[config.mk]
export PLATFORM = sky130hd
export DESIGN_NAME = secl_loader
export DESIGN_NICKNAME = d
export VERILOG_FILES = /design/src/logic/secl_pkg.sv /design/src/logic/secl_twi_if.sv /design/src/logic/secl_loader.sv /design/src/logic/secl_twi_engine.sv
export SDC_FILE = /design/constraint.sdc
export NUM_CORES = 1
export LEC_CHECK = 0
export BUFFER_PORTS_ARGS = -buffer_cell sky130_fd_sc_hd__buf_2
export CELL_PAD_IN_SITES_DETAIL_PLACEMENT = 0
export CELL_PAD_IN_SITES_GLOBAL_PLACEMENT = 1
export CORE_MARGIN = 2
export CORE_UTILIZATION = 49
export CTS_CLUSTER_DIAMETER = 40
export DETAILED_ROUTE_END_ITERATION = 8
export GPL_ROUTABILITY_DRIVEN = 0
export HOLD_SLACK_MARGIN = 0.1
export PLACE_DENSITY = 0.9
export SLEW_MARGIN = 20
export SYNTH_ARGS = -nofsm -noshare
export SYNTH_HDL_FRONTEND = slang
export SYNTH_SLANG_ARGS = --single-unit
[constraint.sdc]
create_clock -name core_clk_i -period 6.9 [get_ports core_clk_i]
set_input_delay 1.035 -clock core_clk_i [delete_from_list [all_inputs] [get_ports core_clk_i]]
set_output_delay 1.035 -clock core_clk_i [all_outputs]
set_load 0.005 [all_outputs]
[src/logic/secl_pkg.sv]
package secl_pkg;

   // ---------------------------------------------------------------
   // Timing
   // ---------------------------------------------------------------
   localparam int SECL_CLK_PERIOD_NS = 100;
   // Quarter of a 100 kHz serial bit; a least time, so it rounds up
   localparam int SECL_QUARTER_NS = 2500;
   localparam logic [7:0] SECL_QUARTER_CYC =
      8'((SECL_QUARTER_NS + SECL_CLK_PERIOD_NS - 1) / SECL_CLK_PERIOD_NS);

   // ---------------------------------------------------------------
   // Serial frame
   // ---------------------------------------------------------------
   localparam logic [7:0] SECL_DEV_WRITE = 8'hA0;
   localparam logic [7:0] SECL_DEV_READ = 8'hA1;
   localparam logic [3:0] SECL_ACK_BIT = 4'h8;
   localparam logic [1:0] SECL_LAST_PHASE = 2'h3;

   // ---------------------------------------------------------------
   // Image byte offsets
   // ---------------------------------------------------------------
   localparam logic [4:0] SECL_IMG_FIRST = 5'h00;
   localparam logic [4:0] SECL_IMG_LAST = 5'h16;
   localparam logic [4:0] SECL_OFS_LAT_GNT = 5'h00;
   localparam logic [4:0] SECL_OFS_VEN_LO = 5'h01;
   localparam logic [4:0] SECL_OFS_VEN_HI = 5'h02;
   localparam logic [4:0] SECL_OFS_SUB_LO = 5'h03;
   localparam logic [4:0] SECL_OFS_SUB_HI = 5'h04;
   localparam logic [4:0] SECL_OFS_LINK = 5'h05;
   localparam logic [4:0] SECL_OFS_GUID_HI = 5'h07;
   localparam logic [4:0] SECL_OFS_GUID_LO = 5'h0B;
   localparam logic [4:0] SECL_OFS_ATX = 5'h10;
   localparam logic [4:0] SECL_OFS_MISC = 5'h11;
   localparam logic [4:0] SECL_OFS_PME = 5'h12;
   localparam logic [4:0] SECL_OFS_CIS = 5'h14;
   localparam logic [4:0] SECL_OFS_PHY = 5'h16;

   // ---------------------------------------------------------------
   // Field positions inside image bytes
   // ---------------------------------------------------------------
   localparam int SECL_LAT_HI = 7;
   localparam int SECL_LAT_LO = 4;
   localparam int SECL_GNT_HI = 3;
   localparam int SECL_GNT_LO = 0;
   localparam int SECL_BIT_UNFAIR = 7;
   localparam int SECL_BIT_PHYPROG = 6;
   localparam int SECL_BIT_ACCEL = 1;
   localparam int SECL_BIT_ATX_DIS = 7;
   localparam int SECL_ATX_THR_HI = 5;
   localparam int SECL_ATX_THR_LO = 4;
   localparam int SECL_BIT_TABORT = 4;
   localparam int SECL_BIT_PME = 7;
   localparam int SECL_CIS_HI = 7;
   localparam int SECL_CIS_LO = 3;
   localparam int SECL_BIT_CNA = 7;

   // ---------------------------------------------------------------
   // Types
   // ---------------------------------------------------------------
   typedef enum logic [1:0] {
      SECL_CMD_START = 2'h0,
      SECL_CMD_WRITE = 2'h1,
      SECL_CMD_READ = 2'h2,
      SECL_CMD_STOP = 2'h3
   } secl_cmd_t;

   typedef enum logic [3:0] {
      SECL_E_IDLE = 4'h1,
      SECL_E_START = 4'h2,
      SECL_E_BIT = 4'h4,
      SECL_E_STOP = 4'h8
   } secl_eng_state_t;

   typedef enum logic [7:0] {
      SECL_L_START1 = 8'h01,
      SECL_L_DEVW = 8'h02,
      SECL_L_WADDR = 8'h04,
      SECL_L_START2 = 8'h08,
      SECL_L_DEVR = 8'h10,
      SECL_L_READ = 8'h20,
      SECL_L_STOP = 8'h40,
      SECL_L_DONE = 8'h80
   } secl_load_state_t;

endpackage

[src/logic/secl_twi_if.sv]
`timescale 1ns/100ps
interface secl_twi_if;
   import secl_pkg::*;

   // Byte command from loader to engine
   logic cmd_valid;
   secl_cmd_t cmd;
   logic [7:0] wdata;
   logic master_ack;
   // Answer from engine
   logic done;
   logic [7:0] rdata;
   logic ack_seen;
   // Pin side
   logic scl_oe;
   logic sda_oe;
   logic sda_pin;

   modport loader (
      output cmd_valid, cmd, wdata, master_ack, sda_pin,
      input done, rdata, ack_seen, scl_oe, sda_oe
   );
   modport engine (
      input cmd_valid, cmd, wdata, master_ack, sda_pin,
      output done, rdata, ack_seen, scl_oe, sda_oe
   );
endinterface

[src/logic/secl_loader.sv]
// What this block does
// - Byte 00 gives max latency and min grant
// - Subsystem ID: byte 03 low, 04 high
// - Byte 16 bit 7 enables cable-not-active output
// - Byte 14 bits 7-3 give card info pointer
// - Retry all PCI slave accesses while loading
`timescale 1ns/100ps
module secl_loader (
   // Clock and reset
   input wire logic core_clk_i,
   input wire logic reset_i,
   // Serial EEPROM pins, open drain
   output logic scl_o,
   output logic scl_oe_o,
   input wire logic sda_i,
   output logic sda_o,
   output logic sda_oe_o,
   // Load status
   output logic pci_retry_o,
   output logic load_done_o,
   output logic eeprom_absent_o,
   // Loaded configuration fields
   output logic [3:0] max_latency_o,
   output logic [3:0] min_grant_o,
   output logic [15:0] vendor_id_o,
   output logic [15:0] subsystem_id_o,
   output logic enab_unfair_o,
   output logic phy_programming_permit_o,
   output logic enab_accel_o,
   output logic [63:0] guid_o,
   output logic async_tx_pipeline_disable_o,
   output logic [1:0] async_tx_threshold_o,
   output logic target_abort_disable_o,
   output logic pme_d3_cold_o,
   output logic [4:0] card_info_pointer_o,
   output logic [7:0] phy_control_o,
   output logic cable_not_active_output_o
);
   import secl_pkg::*;

   secl_twi_if twi ();

   secl_twi_engine u_engine (
      .core_clk_i (core_clk_i),
      .reset_i (reset_i),
      .twi (twi)
   );

   secl_load_state_t state, next_state;
   logic issued, next_issued;
   logic cmd_valid, next_cmd_valid;
   secl_cmd_t cmd, next_cmd;
   logic [7:0] wdata, next_wdata;
   logic [4:0] addr, next_addr;
   logic absent, next_absent;
   logic retry, next_retry;
   logic img_we;
   logic [7:0] img [0:22];

   assign twi.cmd_valid = cmd_valid;
   assign twi.cmd = cmd;
   assign twi.wdata = wdata;
   assign twi.master_ack = (addr != SECL_IMG_LAST);
   assign twi.sda_pin = sda_i;

   // ---------------------------------------------------------------
   // Load sequencer
   // ---------------------------------------------------------------
   // One command per state, one per image byte in SECL_L_READ; a missing acknowledge on the device address
   // means no EEPROM, so the defaults stay and loading ends early
   always_comb begin
      next_state = state;
      next_issued = issued;
      next_cmd_valid = 1'b0;
      next_cmd = cmd;
      next_wdata = wdata;
      next_addr = addr;
      next_absent = absent;
      next_retry = retry;
      img_we = 1'b0;
      if (state != SECL_L_DONE && !issued) begin
         next_issued = 1'b1;
         next_cmd_valid = 1'b1;
         case (state)
            SECL_L_START1, SECL_L_START2: next_cmd = SECL_CMD_START;
            SECL_L_DEVW: begin
               next_cmd = SECL_CMD_WRITE;
               next_wdata = SECL_DEV_WRITE;
            end
            SECL_L_WADDR: begin
               next_cmd = SECL_CMD_WRITE;
               next_wdata = {3'h0, SECL_IMG_FIRST};
            end
            SECL_L_DEVR: begin
               next_cmd = SECL_CMD_WRITE;
               next_wdata = SECL_DEV_READ;
            end
            SECL_L_READ: next_cmd = SECL_CMD_READ;
            default: next_cmd = SECL_CMD_STOP;
         endcase
      end
      if (twi.done) begin
         next_issued = 1'b0;
         case (state)
            SECL_L_START1: next_state = SECL_L_DEVW;
            SECL_L_DEVW: begin
               next_absent = !twi.ack_seen;
               next_state = twi.ack_seen ? SECL_L_WADDR : SECL_L_STOP;
            end
            SECL_L_WADDR: next_state = SECL_L_START2;
            SECL_L_START2: next_state = SECL_L_DEVR;
            SECL_L_DEVR: next_state = SECL_L_READ;
            SECL_L_READ: begin
               // Ascending sequential read, last byte not acknowledged
               img_we = 1'b1;
               if (addr == SECL_IMG_LAST) begin
                  next_state = SECL_L_STOP;
               end else begin
                  next_addr = addr + 5'h01;
               end
            end
            SECL_L_STOP: begin
               // Retry ends once the stop is sent, after the whole image or a missing device ack
               next_state = SECL_L_DONE;
               next_retry = 1'b0;
            end
            default: next_state = SECL_L_DONE;
         endcase
      end
   end

   always_ff @(posedge core_clk_i) begin
      if (reset_i) begin
         state <= SECL_L_START1;
         issued <= 1'b0;
         cmd_valid <= 1'b0;
         cmd <= SECL_CMD_START;
         wdata <= 8'h00;
         addr <= SECL_IMG_FIRST;
         absent <= 1'b0;
         retry <= 1'b1;
      end else begin
         state <= next_state;
         issued <= next_issued;
         cmd_valid <= next_cmd_valid;
         cmd <= next_cmd;
         wdata <= next_wdata;
         addr <= next_addr;
         absent <= next_absent;
         retry <= next_retry;
      end
   end

   // Image store; no reset needed, fields only read after a full load
   always_ff @(posedge core_clk_i) begin
      if (img_we) begin
         img[addr] <= twi.rdata;
      end
   end

   // ---------------------------------------------------------------
   // Field mapping
   // ---------------------------------------------------------------
   // Fields copy from the image in the cycle retry drops. Reserved
   // image bits are never looked at; the image must keep them as
   // required else the outputs carry what it holds
   logic commit;
   assign commit = twi.done && state == SECL_L_STOP && !absent;

   always_ff @(posedge core_clk_i) begin
      if (reset_i) begin
         max_latency_o <= 4'h0;
         min_grant_o <= 4'h0;
         vendor_id_o <= 16'h0000;
         subsystem_id_o <= 16'h0000;
         enab_unfair_o <= 1'b0;
         phy_programming_permit_o <= 1'b0;
         enab_accel_o <= 1'b0;
         guid_o <= 64'h0000000000000000;
         async_tx_pipeline_disable_o <= 1'b0;
         async_tx_threshold_o <= 2'h0;
         target_abort_disable_o <= 1'b0;
         pme_d3_cold_o <= 1'b0;
         card_info_pointer_o <= 5'h00;
         phy_control_o <= 8'h00;
         cable_not_active_output_o <= 1'b0;
      end else if (commit) begin
         max_latency_o <= img[SECL_OFS_LAT_GNT][SECL_LAT_HI:SECL_LAT_LO];
         min_grant_o <= img[SECL_OFS_LAT_GNT][SECL_GNT_HI:SECL_GNT_LO];
         vendor_id_o <= {img[SECL_OFS_VEN_HI], img[SECL_OFS_VEN_LO]};
         subsystem_id_o <= {img[SECL_OFS_SUB_HI], img[SECL_OFS_SUB_LO]};
         enab_unfair_o <= img[SECL_OFS_LINK][SECL_BIT_UNFAIR];
         phy_programming_permit_o <= img[SECL_OFS_LINK][SECL_BIT_PHYPROG];
         enab_accel_o <= img[SECL_OFS_LINK][SECL_BIT_ACCEL];
         guid_o <= {img[SECL_OFS_GUID_HI + 5'h03], img[SECL_OFS_GUID_HI + 5'h02],
                    img[SECL_OFS_GUID_HI + 5'h01], img[SECL_OFS_GUID_HI],
                    img[SECL_OFS_GUID_LO + 5'h03], img[SECL_OFS_GUID_LO + 5'h02],
                    img[SECL_OFS_GUID_LO + 5'h01], img[SECL_OFS_GUID_LO]};
         async_tx_pipeline_disable_o <= img[SECL_OFS_ATX][SECL_BIT_ATX_DIS];
         async_tx_threshold_o <= img[SECL_OFS_ATX][SECL_ATX_THR_HI:SECL_ATX_THR_LO];
         target_abort_disable_o <= img[SECL_OFS_MISC][SECL_BIT_TABORT];
         pme_d3_cold_o <= img[SECL_OFS_PME][SECL_BIT_PME];
         card_info_pointer_o <= img[SECL_OFS_CIS][SECL_CIS_HI:SECL_CIS_LO];
         phy_control_o <= img[SECL_OFS_PHY];
         cable_not_active_output_o <= img[SECL_OFS_PHY][SECL_BIT_CNA];
      end
   end

   // ---------------------------------------------------------------
   // Status and pins
   // ---------------------------------------------------------------
   // Open drain: the pins only ever drive low
   always_ff @(posedge core_clk_i) begin
      if (reset_i) begin
         scl_o <= 1'b0;
         sda_o <= 1'b0;
         scl_oe_o <= 1'b0;
         sda_oe_o <= 1'b0;
         pci_retry_o <= 1'b1;
         load_done_o <= 1'b0;
         eeprom_absent_o <= 1'b0;
      end else begin
         scl_o <= 1'b0;
         sda_o <= 1'b0;
         scl_oe_o <= twi.scl_oe;
         sda_oe_o <= twi.sda_oe;
         pci_retry_o <= retry;
         load_done_o <= !retry;
         eeprom_absent_o <= absent;
      end
   end

endmodule

[src/logic/secl_twi_engine.sv]
`timescale 1ns/100ps
module secl_twi_engine (
   // Clock and reset
   input wire logic core_clk_i,
   input wire logic reset_i,
   // Loader side and pins
   secl_twi_if.engine twi
);
   import secl_pkg::*;

   secl_eng_state_t state, next_state;
   logic [1:0] phase, next_phase;
   logic [7:0] timer, next_timer;
   logic [3:0] bitn, next_bitn;
   logic [7:0] shreg, next_shreg;
   secl_cmd_t cmd_r, next_cmd_r;
   logic mack, next_mack;
   logic scl_oe, next_scl_oe;
   logic sda_oe, next_sda_oe;
   logic done, next_done;
   logic [7:0] rdata, next_rdata;
   logic ack_seen, next_ack_seen;
   logic sda_meta, sda_sync;

   assign twi.scl_oe = scl_oe;
   assign twi.sda_oe = sda_oe;
   assign twi.done = done;
   assign twi.rdata = rdata;
   assign twi.ack_seen = ack_seen;

   // ---------------------------------------------------------------
   // Bit sequencer
   // ---------------------------------------------------------------
   // Each bit is four quarter phases; pin actions happen on phase entry
   always_comb begin
      next_state = state;
      next_phase = phase;
      next_timer = timer;
      next_bitn = bitn;
      next_shreg = shreg;
      next_cmd_r = cmd_r;
      next_mack = mack;
      next_scl_oe = scl_oe;
      next_sda_oe = sda_oe;
      next_done = 1'b0;
      next_rdata = rdata;
      next_ack_seen = ack_seen;
      if (state == SECL_E_IDLE) begin
         if (twi.cmd_valid) begin
            next_cmd_r = twi.cmd;
            next_shreg = twi.wdata;
            next_mack = twi.master_ack;
            next_phase = 2'h0;
            next_timer = 8'h00;
            next_bitn = 4'h0;
            case (twi.cmd)
               SECL_CMD_START: next_state = SECL_E_START;
               SECL_CMD_STOP: next_state = SECL_E_STOP;
               default: next_state = SECL_E_BIT;
            endcase
         end
      end else begin
         if (timer == 8'h00) begin
            case (state)
               SECL_E_START: begin
                  // Release data, raise clock, then data falls while clock high
                  case (phase)
                     2'h0: next_sda_oe = 1'b0;
                     2'h1: next_scl_oe = 1'b0;
                     2'h2: next_sda_oe = 1'b1;
                     default: next_scl_oe = 1'b1;
                  endcase
               end
               SECL_E_STOP: begin
                  case (phase)
                     2'h0: next_sda_oe = 1'b1;
                     2'h1: next_scl_oe = 1'b0;
                     2'h2: next_sda_oe = 1'b0;
                     default: next_sda_oe = 1'b0;
                  endcase
               end
               default: begin
                  case (phase)
                     2'h0: begin
                        if (bitn == SECL_ACK_BIT) begin
                           // Pull low only to acknowledge a read byte
                           next_sda_oe = (cmd_r == SECL_CMD_READ) && mack;
                        end else begin
                           next_sda_oe = (cmd_r == SECL_CMD_WRITE) && !shreg[7];
                        end
                     end
                     2'h1: next_scl_oe = 1'b0;
                     2'h2: begin
                        if (bitn == SECL_ACK_BIT) begin
                           next_ack_seen = !sda_sync;
                        end else begin
                           next_shreg = {shreg[6:0], sda_sync};
                        end
                     end
                     default: next_scl_oe = 1'b1;
                  endcase
               end
            endcase
         end
         if (timer == SECL_QUARTER_CYC - 8'h01) begin
            next_timer = 8'h00;
            next_phase = phase + 2'h1;
            if (phase == SECL_LAST_PHASE) begin
               if (state == SECL_E_BIT && bitn != SECL_ACK_BIT) begin
                  next_bitn = bitn + 4'h1;
               end else begin
                  next_state = SECL_E_IDLE;
                  next_done = 1'b1;
                  next_rdata = shreg;
               end
            end
         end else begin
            next_timer = timer + 8'h01;
         end
      end
   end

   // Data pin comes from outside, so two flops before use
   always_ff @(posedge core_clk_i) begin
      sda_meta <= twi.sda_pin;
      sda_sync <= sda_meta;
   end

   always_ff @(posedge core_clk_i) begin
      if (reset_i) begin
         state <= SECL_E_IDLE;
         phase <= 2'h0;
         timer <= 8'h00;
         bitn <= 4'h0;
         shreg <= 8'h00;
         cmd_r <= SECL_CMD_START;
         mack <= 1'b0;
         scl_oe <= 1'b0;
         sda_oe <= 1'b0;
         done <= 1'b0;
         rdata <= 8'h00;
         ack_seen <= 1'b0;
      end else begin
         state <= next_state;
         phase <= next_phase;
         timer <= next_timer;
         bitn <= next_bitn;
         shreg <= next_shreg;
         cmd_r <= next_cmd_r;
         mack <= next_mack;
         scl_oe <= next_scl_oe;
         sda_oe <= next_sda_oe;
         done <= next_done;
         rdata <= next_rdata;
         ack_seen <= next_ack_seen;
      end
   end

endmodule

; ---- Word level (Yosys, flattened, before mapping)
; Memory sizes are Yosys's and may differ from the RTL's. A register that Yosys moved wholly into a read port is not among the register bits.
; Cells that the tools add are included.
; W data, S select, Z words.
[word_totals]
reg_bits = 84
mem_bits_rw = 184
input_bits = 3
elab_cells = 156
n_memories = 1
[memory_table]
columns = name, words, width, rd, rd_ports_with_merged_regs, write_ports, line
row1 = img, 23, 8, 19, 18, 1, secl_loader.sv:58  ; logic [7:0] img [0:22];
[op_classes]
add_sub_neg = 4
n_eq_ne = 32
n_mux = 42
bitwise = 6
reduce_logical = 42
[op_table]
columns = op, n
row1 = $mux W8, 10
row2 = $pmux W8 S6, 1
row3 = $mux W4, 10
row4 = $pmux W8 S3, 1
row5 = $eq A8 B5 Y1 const B, 2
row6 = $reduce_and A4 Y1, 4
row7 = $reduce_and A5 Y1, 3
row8 = $reduce_and A2 Y1, 6
row9 = $mux W1, 10
row10 = $reduce_bool A2 Y1, 5
row11 = $add A8 B1 Y8 const B, 1
row12 = $eq A2 B2 Y1 const B, 4
row13 = $eq A4 B4 Y1 const B, 2
row14 = $eq A8 B1 Y1 const B, 1
row15 = $eq A8 B2 Y1 const B, 1
row16 = $eq A8 B3 Y1 const B, 1
row17 = $eq A8 B4 Y1 const B, 1
row18 = $eq A8 B6 Y1 const B, 1
row19 = $eq A8 B7 Y1 const B, 1
row20 = $logic_not A8 Y1, 1
row21 = $ne A2 B1 Y1 const B, 4
row22 = $ne A2 B2 Y1 const B, 4
row23 = $ne A8 B8 Y1 const B, 1
row24 = $pmux W1 S2, 4
row25 = other kinds (24), 47

; ---- Depth between registers and ports, before layout
[depth]
word_depth = 6
ltp_mapped = 8

; ---- By module
; From an unflattened synthesis, not the netlist that was laid out.
[hier_totals]
cells_unflattened = 1109
area_unflattened_um2 = 11686.2
[modules_own_cells]
columns = mod, instances, cells_each, area_per_inst_um2, seq_area_each_um2
row1 = secl_loader, 1, 851, 9489.1, 6776.5
row2 = secl_twi_engine, 1, 258, 2197.1, 860.8

; ---- Worst setup path before layout
; No wires, ideal clock.
[synth_timing]
path_kind = reg-to-reg
startpoint = reg state[7]
endpoint = mem img[12][0] (enable)
arrival_ps = 2009
required_time_ps = 6517
path_slack_ps = 4508
path_stages_with_launch = 7
n_path_buf = 2
path_cell_list = dfxtp_1 -> buf_2 -> nor4_4 -> and4_1 -> buf_2 -> nand2_1 -> nor3_1
[synth_via]
elab_chain_len = 5
[synth_lines]
columns = element, line
row1 = from (decl), secl_loader.sv:49  ; secl_load_state_t state, next_state;
row2 = from (signal assigned), secl_loader.sv:143  ; state <= next_state;
row3 = $eq A8 B6 Y1, secl_loader.sv:104  ; case (state)
row4 = $mux W1, secl_loader.sv:104
row5 = $mux W1, secl_loader.sv:102  ; if (twi.done) begin
row6 = $mux W1, secl_loader.sv:156  ; if (img_we) begin
row7 = $mux W1 (not written as such), secl_loader.sv:157  ; img[addr] <= twi.rdata;
row8 = to (decl), secl_loader.sv:58
; No other way between the ends.

; ---- Worst setup path after layout
[layout_timing]
startpoint = reg state[2]
endpoint = reg phy_programming_permit_o, read port of img
[layout_via]
elab_chain_len = 3
[layout_lines]
columns = element, line
row1 = $eq A8 B7 Y1, secl_loader.sv:168  ; assign commit = twi.done && state == SECL_L_STOP && !absent;
row2 = $logic_and A1 B1 Y1 (2 in a row), secl_loader.sv:168
row3 = to (decl), secl_loader.sv:28  ; output logic phy_programming_permit_o,
; No other way between the ends.
; A chain may end at the register's enable or synchronous reset.

==> results.toml <==
[yosys]
synth_top_family_by_area = "simple AND/OR/NAND/NOR gates"
synthMuxAreaShare = 0.00257
synthDistinctLibCells = 65
synth_edf_count = 125
synth_top_flop_cell = "dfxtp_1"
syn_area_per_cell_um2 = 10.6
synth-simple-area-share = 0.170
synthAdderAreaFrac = 0.0150
synth_compound_area_frac = 0.116
syn_area_mm2 = 0.0117
synth-seq-cells = 319
synth_warnings = 0
ys_seq_area_frac = 0.655
synth-xor-area-share = 0.00300
async_flop_share = 0
synthCells = 1102

[routing]
drc = 0
routed_wl_um = 25900
vias = 8348
firstDrtPassIters = 4
ant_nets = 0
wire_per_inst_um = 16.7
drtIter0Drc = 547
vias_per_cell = 5.37

[grt]
grt_pass1_vias = 7666
grt_usage = 0.202
grt_max_degree = 144
grt_pass1_wl_um = 39900
antenna_found_initial = 0
grt_overflow = 0

[sta]
post-route-period-util = 0.421
fmax_ghz = 0.344
whs_ns = 0.330
tightest_slew_ns = 1.09
min_period_ns = 2.91
finalSetupTns_ns = 0
finalSetupViolCount = 0
rsz0062_at_grt = "false"
drv_slew = 0
finClkSkew_ns = 0.0253
maxSlewHeadroom = 0.272
hold_viol_final = 0

[power]
power_per_cell_area_mw_per_mm2 = 293
ir_worst_vdd_mv = 0.176
p_leak_nw = 4.92

[worst_setup_path]
crit_fanout = 102
crit_buf_inv = 1
r2r_slack_ns = 3.99
path_delay_family = "simple AND/OR/NAND/NOR gates"
end_kind = "register"
worstReg2RegStart = "state[2]$_SDFFE_PP0P_"
cpPeakStageDelay_ns = 0.85
path_class = "register to register"
crit_required_ns = 7.28
rr_endpoint = "phy_programming_permit_o$_SDFFE_PP0P_"
slowest_stage = "nand4_1"
cp_cell_sequence = "nor4_2 > nand4_1 > buf_4 > nand2_1 > a21oi_1"
arrival_ns = 3.28
worstSetupStartpointType = "register"
crit_path_start = "state[2]$_SDFFE_PP0P_"
r2r_cells = 5

[cells_and_area]
mostFrequentLayoutCells = "nand2_1, dfxtp_1, a21oi_1"
utilization = 0.586
drive_gt1_frac = 0.175
layout_commonest_cell = "nand2_1"
final_area_mm2 = 0.0137
areaGrowthSynthToFinish_pct = 17.5
antenna_cells = 0
final_nets = 1225

[placed_design]
portBuffers = 133
dp_hpwl_um = 15300
place_area_mm2 = 0.0124

[clock_network]
clock_sinks = 319
ctsResizeCount = 0
cts.clk_slew.worst_paths_ns = 0.06
cts_setup_buffers = 0
numCtsBuffers = 38
root_buffer = "clkbuf_16"
cts_buffer_depth = 3
h-tree-depth = 2
ctsHoldBuffers = 0
clk_latency_ns = 0.52
cts_tree = "yes"

[min_path]
hold_class = "register to register"
holdPathEnd = "u_engine.sda_sync$_DFF_P_"
hold_depth = 0
worst_hold_startpoint = "u_engine.sda_meta$_DFF_P_"

[floorplanning]
die-width_um = 158
die-area_mm2 = 0.0251
die_h_um = 158
initial_utilization = 0.498
placeableCoreArea_mm2 = 0.0234
rows = 56
pin_count = 136

[run]
cap_violations = 0

[outcome]
run_status = "finished clean"
through the flow:
stage	setup slack (ns)	total power, mW	instances
final	3.99	4.01	1556
after global routing	3.69	4.12	1556
after CTS	3.95	4.04	1555
after detailed placement	3.98	2.08	1486
after global placement	3.98	2.08	1486
after floorplan	4.51	2.06	1103
cells in the mapped netlist, types with 2 or more instances:
library cell    n  share of area
a211oi_1        8         0.0051
a21o_1          2         0.0013
a21oi_1       168          0.072
a22oi_1         2         0.0013
a311oi_1        5         0.0038
a31o_2          2         0.0015
a31oi_1         6         0.0032
a41oi_1         2         0.0015
and2_1          3         0.0016
and3_1          2         0.0011
and3b_1         3         0.0023
and4_1          3         0.0023
buf_2          19         0.0082
buf_4          10         0.0064
buf_6           2         0.0019
clkbuf_1       39          0.013
dfxtp_1       194           0.33
edfxtp_1      125           0.32
ha_1           14          0.015
inv_1          21         0.0068
mux2i_1         3         0.0026
nand2_1       286          0.092
nand2b_1        4         0.0021
nand3_1        18         0.0077
nand3b_1        7         0.0045
nand4_1        20          0.011
nand4b_1        4         0.0030
nor2_1         42          0.014
nor2b_1         2         0.0011
nor3_1          9         0.0039
nor4_1          4         0.0021
nor4_4          2         0.0036
nor4b_2         2         0.0026
o211ai_1        5         0.0032
o21a_1          3         0.0019
o21ai_0         7         0.0030
o31ai_1        15         0.0097
or3_1           6         0.0032
or3b_2          2         0.0015
or4b_1          3         0.0026
or4b_4          2         0.0024
xor2_1          3         0.0023
registers in the layout, indices dropped and copies added, names as in the netlist, 2 cells and up:
signal	count
u_engine.cmd_r	2
addr	5
async_tx_threshold_o	2
img	125
phy_control_o	7
twi.wdata	2
u_engine.twi.rdata	8
u_engine.shreg	8
state	8
u_engine.state	4
vendor_id_o	16
guid_o	64
card_info_pointer_o	5
cmd	2
u_engine.bitn	4
subsystem_id_o	16
u_engine.timer	8
u_engine.phase	2
min_grant_o	4
max_latency_o	4
layer usage:
| metal | vias up | GRT usage | wire (um) |
|---|---|---|---|
| met1 | 4014 | 0.266 | 11200 |
| li1 | 4067 | - | - |
| met2 | 218 | 0.342 | 12800 |
| met5 | - | 0 | 0 |
| met3 | 49 | 0.0365 | 1350 |
| met4 | 0 | 0.0613 | 581 |
worst max path at each step:
stage | to | cells after the start
after global routing | card_info_pointer_o[1]$_SDFFE_PP0P_ | 5
final | phy_programming_permit_o$_SDFFE_PP0P_ | 5
after global placement | img[14][6]$_DFFE_PP_ | 4
after detailed placement | vendor_id_o[5]$_SDFFE_PP0P_ | 5
after CTS | phy_control_o[3]$_SDFFE_PP0P_ | 5
after floorplan | img[12][0]$_DFFE_PP_ | 6
cell families (layout without fill, tap and decap cells):
logic type | count (synthesis) | after routing
AO/OA/AOI/OAI | 235 | 235
multiplexers | 3 | 3
other | 1 | 2
flip-flops | 319 | 319
adder cells (fa/ha/maj) | 14 | 14
buffers and inverters | 94 | 228
AND/OR/NAND/NOR | 432 | 432
XOR/XNOR | 4 | 4
where the power goes:
| part | leakage [nW] | internal [mW] | switching, mW |
|---|---|---|---|
| clock | 0.608 | 1.19 | 0.785 |
| combinational | 1.59 | 0.0215 | 0.0589 |
| sequential | 2.72 | 1.95 | 0.00726 |
layout make-up:
type	count	area, um^2
inverters	22	82.6
fillers	1983	9700
multi-input cells	690	3600
repair buffers	137	722
clock inverters	22	236
well taps	319	399
flip-flops and latches	319	7640
clock buffers	47	1030
Note: power is estimated with default switching activity, not from simulation.
